==> src/hw/art_params.svh <==
// Register offsets, field positions and reset values for the auto-reload PWM timer.
`ifndef ART_PARAMS_SVH
`define ART_PARAMS_SVH
`define ART_ADDR_CSR 4'h0
`define ART_ADDR_CAR 4'h1
`define ART_ADDR_ARR 4'h2
`define ART_ADDR_PWM_CHANNEL_CONTROL_REG 4'h3
`define ART_ADDR_DCR0 4'h4
`define ART_ADDR_ICCSR 4'h8
`define ART_ADDR_ICR0 4'h9
`define ART_ADDR_ICR1 4'ha
`define ART_ADDR_HALT 4'hb
`define ART_CSR_EXTERNAL_CLOCK_SELECT 7
`define ART_CSR_CC_LO 4
`define ART_CSR_TCE 3
`define ART_CSR_FORCE_RELOAD_BIT 2
`define ART_CSR_OIE 1
`define ART_CSR_OVF 0
`define ART_ICCSR_CS_LO 0
`define ART_ICCSR_CIE_LO 2
`define ART_ICCSR_CF_LO 4
`define ART_RESET_BYTE 8'h00
`define ART_PRESCALE_W 7
`endif

==> src/hw/art_top.sv <==
// Auto-reload PWM timer: prescaler, counter, four PWM channels and two captures.
// What this block does
// Eight-bit counter steps once per prescaler output tick.
// Software reads or writes the running counter without stopping it.
// Overflow reloads the counter from the reload value; prescaler untouched.
// Seven-bit prescaler, tap chosen by three-bit field divides by two to the n.
// Prescaler input is CPU clock or the external clock pin.
// Enable clear freezes prescaler and counter; set lets them run.
// Reset clears counter and prescaler and picks the CPU clock.
// Force reload with enable, or counter write, clears the prescaler.
// No software path reads or writes the prescaler.
// Four hidden compare registers load from duty registers at each overflow.
// Output enable makes the channel pin a driven push-pull output.
// All channels share one period of 256 minus reload counts.
// Overflow sets pin by polarity; compare match restores the prior level.
// Software must set compare above reload for a pulse to appear.
// Full resolution needs reload zero; polarity flip gives 0 and 100 percent.
// PWM generation stops while the system is in Halt.
// Every overflow sets the sticky flag; enabled flag raises an interrupt.
// Externally clocked, the reload value sets events counted per overflow.
// Software clears the enable before Halt to avoid spurious counts.
// Selected capture edge latches counter, sets flag, interrupts if enabled.
// Captured value is locked and request held until software reads it.
// Capture pins act as edge interrupts that wake the system from Halt.
// Reading the control and status register clears the overflow flag.
// Force reload bit is write-only and always reads zero.
`timescale 1ns/1ps
`default_nettype none
`include "art_params.svh"
module art_top #(
  parameter int CHANNELS = 4,
  parameter int CAPTURES = 2
) (
  input wire logic sys_clk,
  input wire logic rst,
  input wire logic [3:0] reg_addr,
  input wire logic [7:0] reg_wdata,
  input wire logic reg_wr,
  input wire logic reg_rd,
  output logic [7:0] reg_rdata,
  input wire logic external_count_clock_pin,
  input wire logic [CAPTURES-1:0] capture_input_pin,
  input wire logic halt_mode,
  output logic [CHANNELS-1:0] pwm_output_pin,
  output logic [CHANNELS-1:0] pwm_output_oe,
  output logic overflow_irq,
  output logic capture_irq,
  output logic halt_wakeup
);
  logic [7:0] csr_q;
  logic [7:0] counter_q;
  logic [7:0] reload_q;
  logic [7:0] pwm_channel_control_reg_q;
  logic [7:0] duty_q [CHANNELS];
  logic [7:0] compare_q [CHANNELS];
  logic [CHANNELS-1:0] level_q;
  logic [`ART_PRESCALE_W-1:0] prescale_q;
  logic [3:0] iccsr_q;
  logic ovf_q;
  logic ext_rise;
  logic tick;
  logic in_tick;
  logic overflow;
  logic wr_csr;
  logic wr_car;
  logic force_load;
  logic [CAPTURES-1:0] cap_rise;
  logic [CAPTURES-1:0] cap_fall;
  logic [CAPTURES-1:0] cap_flag;
  logic [CAPTURES-1:0] cap_hit;
  logic [CAPTURES-1:0] cap_rd;
  logic [7:0] cap_val [CAPTURES];
  logic [7:0] rdata_d;

  wire logic counter_enable_bit = csr_q[`ART_CSR_TCE];
  wire logic external_clock_select = csr_q[`ART_CSR_EXTERNAL_CLOCK_SELECT];
  wire logic [2:0] prescale_tap_select = csr_q[`ART_CSR_CC_LO +: 3];
  wire logic overflow_irq_enable = csr_q[`ART_CSR_OIE];
  wire logic [3:0] channel_polarity = pwm_channel_control_reg_q[3:0];
  wire logic [3:0] channel_output_enable = pwm_channel_control_reg_q[7:4];

  // The external count clock is a pin, so it is synchronised and its rising edges used.
  art_sync u_ext_sync (
    .sys_clk(sys_clk),
    .rst(rst),
    .pin_in(external_count_clock_pin),
    .level_q(),
    .rise(ext_rise),
    .fall()
  );

  // Register strobes.
  assign wr_csr = reg_wr && (reg_addr == `ART_ADDR_CSR);
  assign wr_car = reg_wr && (reg_addr == `ART_ADDR_CAR);
  assign force_load = wr_csr && reg_wdata[`ART_CSR_FORCE_RELOAD_BIT] && reg_wdata[`ART_CSR_TCE];

  // Prescaler input: one enable per CPU cycle, or one per external edge.
  assign in_tick = counter_enable_bit &&
    (external_clock_select ? ext_rise : 1'b1);

  // A tap fires when all prescaler bits below it are ones, so the rate is in_tick over 2^n.
  always_comb begin
    tick = 1'b0;
    if (in_tick) begin
      if (prescale_tap_select == 3'h0) begin
        tick = 1'b1;
      end else begin
        tick = &(prescale_q | ~((7'h7f) >> (3'd7 - prescale_tap_select)));
      end
    end
  end

  assign overflow = tick && (counter_q == 8'hff);

  // The prescaler has no read or write port; only clear events reach it.
  always_ff @(posedge sys_clk or posedge rst) begin
    if (rst) begin
      prescale_q <= '0;
    end else if (force_load || wr_car) begin
      prescale_q <= '0;
    end else if (in_tick) begin
      prescale_q <= prescale_q + 7'h01;
    end
  end

  // Counter: software writes win, then forced load, then counting and reload.
  always_ff @(posedge sys_clk or posedge rst) begin
    if (rst) begin
      counter_q <= 8'h00;
    end else if (wr_car) begin
      counter_q <= reg_wdata;
    end else if (force_load) begin
      counter_q <= reload_q;
    end else if (overflow) begin
      counter_q <= reload_q;
    end else if (tick) begin
      counter_q <= counter_q + 8'h01;
    end
  end

  // Control bits; force reload is a pulse and never stored.
  always_ff @(posedge sys_clk or posedge rst) begin
    if (rst) begin
      csr_q <= `ART_RESET_BYTE;
      reload_q <= `ART_RESET_BYTE;
      pwm_channel_control_reg_q <= `ART_RESET_BYTE;
      iccsr_q <= 4'h0;
    end else if (reg_wr) begin
      case (reg_addr)
        `ART_ADDR_CSR: csr_q <= {reg_wdata[7:3], 1'b0, reg_wdata[1], 1'b0};
        `ART_ADDR_ARR: reload_q <= reg_wdata;
        `ART_ADDR_PWM_CHANNEL_CONTROL_REG: pwm_channel_control_reg_q <= reg_wdata;
        `ART_ADDR_ICCSR: iccsr_q <= reg_wdata[3:0];
        default: begin
        end
      endcase
    end
  end

  // Overflow flag: a new overflow wins over the clearing read in the same cycle.
  always_ff @(posedge sys_clk or posedge rst) begin
    if (rst) begin
      ovf_q <= 1'b0;
    end else if (overflow) begin
      ovf_q <= 1'b1;
    end else if (reg_rd && reg_addr == `ART_ADDR_CSR) begin
      ovf_q <= 1'b0;
    end
  end

  // Duty registers are visible; compare copies follow them only at overflow to avoid glitches.
  always_ff @(posedge sys_clk or posedge rst) begin
    if (rst) begin
      for (int i = 0; i < CHANNELS; i++) begin
        duty_q[i] <= 8'h00;
        compare_q[i] <= 8'h00;
      end
    end else begin
      for (int i = 0; i < CHANNELS; i++) begin
        if (reg_wr && reg_addr == (`ART_ADDR_DCR0 + 4'(i))) begin
          duty_q[i] <= reg_wdata;
        end
        if (overflow) begin
          compare_q[i] <= duty_q[i];
        end
      end
    end
  end

  // Channel level: overflow drives the active level, a compare match restores it.
  // A compare at or below the reload value never matches in range, so no pulse.
  always_ff @(posedge sys_clk or posedge rst) begin
    if (rst) begin
      level_q <= '0;
    end else if (!halt_mode) begin
      for (int i = 0; i < CHANNELS; i++) begin
        if (overflow) begin
          level_q[i] <= 1'b1;
        end else if (tick && (counter_q + 8'h01) == compare_q[i]) begin
          level_q[i] <= 1'b0;
        end
      end
    end
  end

  // Pins are registered; Halt freezes the waveform at its present level.
  always_ff @(posedge sys_clk or posedge rst) begin
    if (rst) begin
      pwm_output_pin <= '0;
      pwm_output_oe <= '0;
    end else begin
      for (int i = 0; i < CHANNELS; i++) begin
        pwm_output_pin[i] <= level_q[i] ^ !channel_polarity[i];
        pwm_output_oe[i] <= channel_output_enable[i];
      end
    end
  end

  // Capture channels, each with its own synchroniser.
  for (genvar c = 0; c < CAPTURES; c++) begin : g_cap
    art_sync u_sync (
      .sys_clk(sys_clk),
      .rst(rst),
      .pin_in(capture_input_pin[c]),
      .level_q(),
      .rise(cap_rise[c]),
      .fall(cap_fall[c])
    );
    assign cap_rd[c] = reg_rd && (reg_addr == (`ART_ADDR_ICR0 + 4'(c)));
    art_capture u_cap (
      .sys_clk(sys_clk),
      .rst(rst),
      .pin_rise(cap_rise[c]),
      .pin_fall(cap_fall[c]),
      .edge_rising(iccsr_q[`ART_ICCSR_CS_LO + c]),
      .count(counter_q),
      .rd_clear(cap_rd[c]),
      .flag_q(cap_flag[c]),
      .value_q(cap_val[c]),
      .hit(cap_hit[c])
    );
  end

  // Interrupt and wake outputs come from flip-flops.
  always_ff @(posedge sys_clk or posedge rst) begin
    if (rst) begin
      overflow_irq <= 1'b0;
      capture_irq <= 1'b0;
      halt_wakeup <= 1'b0;
    end else begin
      overflow_irq <= (ovf_q || overflow) && overflow_irq_enable;
      capture_irq <= |(cap_flag & iccsr_q[`ART_ICCSR_CIE_LO +: 2]);
      halt_wakeup <= halt_mode && |(cap_hit & iccsr_q[`ART_ICCSR_CIE_LO +: 2]);
    end
  end

  // Read mux; unmapped addresses read zero.
  always_comb begin
    rdata_d = 8'h00;
    case (reg_addr)
      `ART_ADDR_CSR: rdata_d = {csr_q[7:3], 1'b0, csr_q[1], ovf_q};
      `ART_ADDR_CAR: rdata_d = counter_q;
      `ART_ADDR_ARR: rdata_d = reload_q;
      `ART_ADDR_PWM_CHANNEL_CONTROL_REG: rdata_d = pwm_channel_control_reg_q;
      `ART_ADDR_ICCSR: rdata_d = {2'b00, cap_flag, iccsr_q};
      `ART_ADDR_ICR0: rdata_d = cap_val[0];
      `ART_ADDR_ICR1: rdata_d = cap_val[1];
      default: begin
        if (reg_addr >= `ART_ADDR_DCR0 && reg_addr < `ART_ADDR_ICCSR) begin
          rdata_d = duty_q[reg_addr[1:0]];
        end
      end
    endcase
  end

  // Read data are registered and stand until the next read strobe.
  // Software may poll slowly, so the value must not drift between reads.
  always_ff @(posedge sys_clk or posedge rst) begin
    if (rst) begin
      reg_rdata <= 8'h00;
    end else if (reg_rd) begin
      reg_rdata <= rdata_d;
    end
  end
endmodule
`default_nettype wire

==> src/hw/art_sync.sv <==
// Three-stage synchroniser with agreement check on the last two stages.
`timescale 1ns/1ps
`default_nettype none
module art_sync (
  input wire logic sys_clk,
  input wire logic rst,
  input wire logic pin_in,
  output logic level_q,
  output logic rise,
  output logic fall
);
  logic s1_q;
  logic s2_q;
  logic s3_q;

  // The first stage feeds only the second; a change counts when stages two and three agree.
  always_ff @(posedge sys_clk or posedge rst) begin
    if (rst) begin
      s1_q <= 1'b0;
      s2_q <= 1'b0;
      s3_q <= 1'b0;
      level_q <= 1'b0;
    end else begin
      s1_q <= pin_in;
      s2_q <= s1_q;
      s3_q <= s2_q;
      if (s2_q == s3_q) begin
        level_q <= s3_q;
      end
    end
  end

  // Edges of the filtered level.
  assign rise = (s2_q == s3_q) && s3_q && !level_q;
  assign fall = (s2_q == s3_q) && !s3_q && level_q;
endmodule
`default_nettype wire

==> src/hw/art_capture.sv <==
// One input-capture channel with edge select, blocking flag and read clear.
`timescale 1ns/1ps
`default_nettype none
module art_capture (
  input wire logic sys_clk,
  input wire logic rst,
  input wire logic pin_rise,
  input wire logic pin_fall,
  input wire logic edge_rising,
  input wire logic [7:0] count,
  input wire logic rd_clear,
  output logic flag_q,
  output logic [7:0] value_q,
  output logic hit
);
  assign hit = edge_rising ? pin_rise : pin_fall;

  // Latch only while the flag is clear, so an unread value is never overwritten.
  always_ff @(posedge sys_clk or posedge rst) begin
    if (rst) begin
      flag_q <= 1'b0;
      value_q <= 8'h00;
    end else if (hit && !flag_q) begin
      flag_q <= 1'b1;
      value_q <= count;
    end else if (rd_clear) begin
      flag_q <= 1'b0;
    end
  end
endmodule
`default_nettype wire

==> config.mk <==
export PLATFORM = sky130hd
export DESIGN_NAME = art_top
export DESIGN_NICKNAME = d
export VERILOG_FILES = /design/src/hw/art_top.sv /design/src/hw/art_sync.sv /design/src/hw/art_capture.sv
export VERILOG_INCLUDE_DIRS = /design/src /design/src/hw
export SDC_FILE = /design/constraint.sdc
export NUM_CORES = 1
export LEC_CHECK = 0
export ABC_CLOCK_PERIOD_IN_PS = 7000
export BUFFER_PORTS_ARGS = -buffer_cell sky130_fd_sc_hd__buf_4
export CAP_MARGIN = 5
export CELL_PAD_IN_SITES_DETAIL_PLACEMENT = 1
export CELL_PAD_IN_SITES_GLOBAL_PLACEMENT = 1
export CORE_MARGIN = 3
export CORE_UTILIZATION = 50
export DETAILED_ROUTE_END_ITERATION = 8
export PLACE_DENSITY_LB_ADDON = 0.3
export SLEW_MARGIN = 10
export SYNTH_ARGS = -nofsm -noshare
export SYNTH_HDL_FRONTEND = slang
export SYNTH_SLANG_ARGS = --single-unit
==> constraint.sdc <==
create_clock -name sys_clk -period 7 [get_ports sys_clk]
set_input_delay 1.4 -clock sys_clk [delete_from_list [all_inputs] [get_ports sys_clk]]
set_output_delay 1.4 -clock sys_clk [all_outputs]
set_load 0.02 [all_outputs]
==> qor.yml <==
r2r_slack_ns: 3.77
rsz0062_at_grt: "false"
final_cells: 874
synth_area_leaders: "dfrtp_1, mux2_2, mux4_2"
dpl.hpwl_mm: 15.6
grt_usage: 0.287
crit_path_cell_trace: "buf_4, nor2b_1, nand2_1, nand2_1, o21bai_1, o21ai_0, o31ai_1"
start_util: 0.522
yosys.area.top_type: "dfrtp_1"
final.setup_skew_ns: 0.00695
p_leak_nw: 3.83
critPathMaxStageDelay_ns: 0.63
fin_tns_setup_ns: 0
worstMarginPinSlew_ns: 1.08
synth_cells: 656
hold_viol_final: 0
setup_ws_ns: 3.14
wire_per_inst_um: 26.1
cts_sinks: 159
n_antenna_cell: 0
holdPathStages: 0
required_ns: 7.34
yosys_register_bits: 159
clk_latency_ns: 0.44
cpMostUsedCell: "nand2_1"
maxSlewViolCount: 0
port_buffers: 38
antenna_found_initial: 0
cts-root-buf: "clkbuf_16"
async_flop_share: 1.00
via_per_inst: 6.40
p_per_area_mw_per_mm2: 376
drtIter0Drc: 401
cts.clk_slew.worst_paths_ns: 0.06
period_share: 0.551
cts_made_buffers: 17
synth_flop_cell: "dfrtp_1"
cts-resized-gates: 0
place.gp.congestion: 0.909
max_freq_mhz: 259
r2r_cells: 7
drc_errors: 0
clock_path_buffers: 2
critical_path_arrival_ns: 4.20
num_rows: 44
avgSynthCellArea_sq_um: 11.8
slowest_stage: "nor2b_1"
placed_cells: 842
end_kind: "flip-flop"
cts_tree: "built"
first_pass_iters: 5
status: "finished clean"
period_minus_slack_ns: 3.86
criticalPathCategory: "in2reg"
synth_edf_count: 0
yosysTopAreaCellShare: 0.512
cts_hold_buf: 0
ys_seq_area_frac: 0.512
grt_first_pass_wirelength_mm: 36.2
wl_mm: 22.8
die_h_um: 131
finalSetupViolCount: 0
cts_setup_buffers: 0
crit_fanout: 26
place_ws_ns: 2.78
relSlewSlack: 0.275
die_area_sq_mm: 0.0171
h-tree-depth: 4
drive_above_1_share: 0.287
grt_max_degree: 94
ir_drop_v: 0.000196
hold_class: "reg2reg"
crit_path_start_kind: "primary input"
synth_cell_types: 63
first_global_vias: 6025
yosysWarnings: 0
drv_cap: 0
grt_overflow: 0
nets: 704
chipWidth_um: 131
ios: 39
syn_to_final_growth_pct: 12.1
synth.net_count: 683
antenna_left: 0
core-area_sq_mm: 0.0149
vias: 5594
synth_area_sq_mm: 0.00777
==> power by group <==
part	switching, mW	internal [mW]	total [mW]
combinational	0.511	0.435	0.947
clock	0.407	0.504	0.911
sequential	0.282	1.14	1.42
total	1.20	2.08	3.28
==> logic make-up after synthesis <==
group	count (synthesis)	share of synthesized area
flops	159	0.512
fa+ha+maj	7	0.0113
compound gates	115	0.101
mux	123	0.192
buf+inv	59	0.0317
xor+xnor	43	0.0540
simple gates	150	0.0981
==> flip-flops by register name (all words and copies together), names as in the netlist, 4 cells and up <==
name                       flops
pwm_output_oe                  4
compare_q                     32
level_q                        4
pwm_channel_control_reg_q      8
pwm_output_pin                 4
iccsr_q                        4
reload_q                       8
reg_rdata                      8
counter_q                      8
duty_q                        32
g_cap.u_cap.value_q           16
prescale_q                     7
csr_q                          6
==> synth_stat cells, types with 3 or more instances <==
master / instances
and3_1: 5
mux4_2: 10
o2111ai_1: 4
o221ai_1: 3
a22o_1: 5
ha_1: 7
dfrtp_1: 159
xor2_1: 20
nor2_1: 32
buf_2: 5
nor3_2: 3
nor2b_1: 9
inv_1: 21
buf_4: 3
buf_1: 3
nand2b_1: 9
mux2i_1: 5
xnor2_1: 20
a21oi_1: 23
a31oi_1: 10
o21ai_0: 23
nand3_1: 14
mux2_2: 108
nand4_1: 6
a21o_1: 3
a22oi_1: 11
clkbuf_1: 26
o21a_1: 4
nor3_1: 17
a32o_1: 3
o211ai_1: 3
nand2_1: 38
o31ai_1: 3
==> layer usage <==
layer  global-route usage  part of all wire
met3               0.0602             0.053
met2                0.455              0.48
met4                0.122             0.036
met1                0.385              0.43
met5                    0                 0
==> path summary, 6_finish.rpt <==
| check | to | startpoint |
|---|---|---|
| worst max-delay path | counter_q[0]$_DFFE_PP0P_ | reg_addr[0] |
| worst min-delay path | g_cap[1].u_sync.s2_q$_DFF_PP0_ | g_cap[1].u_sync.s1_q$_DFF_PP0_ |
| worst max register to register | level_q[0]$_DFFE_PP0P_ | counter_q[0]$_DFFE_PP0P_ |
| worst min register to register | g_cap[1].u_sync.s2_q$_DFF_PP0_ | g_cap[1].u_sync.s1_q$_DFF_PP0_ |
| max in group asynchronous | pwm_channel_control_reg_q[7]$_DFFE_PP0P_ | rst |
| min in group asynchronous | compare_q[16]$_DFFE_PP0P_ | rst |
==> metrics by stage <==
stage | hold WS (ns) | utilization | total power [mW] | instance area [sq um]
after floorplan | 0.331 | - | 1.99 | 7770
after global placement | 0.336 | 0.547 | 2.29 | 8130
after detailed placement | 0.340 | 0.547 | 2.34 | 8130
after CTS | 0.356 | 0.586 | 3.27 | 8700
after global routing | 0.368 | 0.586 | 3.44 | 8700
final | 0.351 | 0.586 | 3.28 | 8700
==> critical path, delay by kind of cell <==
family / cells / cell delay, ns
buffers and inverters: 1 / 0.33
AO/OA/AOI/OAI: 3 / 0.99
AND/OR/NAND/NOR: 3 / 1.46
==> area by class of cell <==
class | instances | area [sq um]
fill | 1478 | 6160
sequential | 159 | 3980
multi-input combinational | 438 | 3540
clock buffer | 18 | 439
timing repair buffer | 40 | 300
tap | 184 | 230
clock inverter | 14 | 130
inverter | 21 | 83.8
==> placed cells by master, fill, tap and decap left out, types with 3 or more instances in the layout <==
cell and n:
o21ai_0 23, a31oi_1 10, o31ai_1 3, inv_1 20, mux4_2 10, buf_4 40
nand3_1 14, mux2i_1 5, a22oi_1 11, mux2_2 108, nand4_1 6, nor3_2 3
inv_6 7, nand2_1 38, a21o_1 3, clkbuf_16 17, nor2b_1 9, a32o_1 3
nor3_1 17, xor2_1 20, o21a_1 4, clkinv_2 3, a21oi_1 23, a22o_1 5
ha_1 7, xnor2_1 20, nor2_1 32, o221ai_1 3, o2111ai_1 4, dfrtp_1 159
o211ai_1 3, nand2b_1 9, and3_1 5
Power figures use the tool's default switching activity.
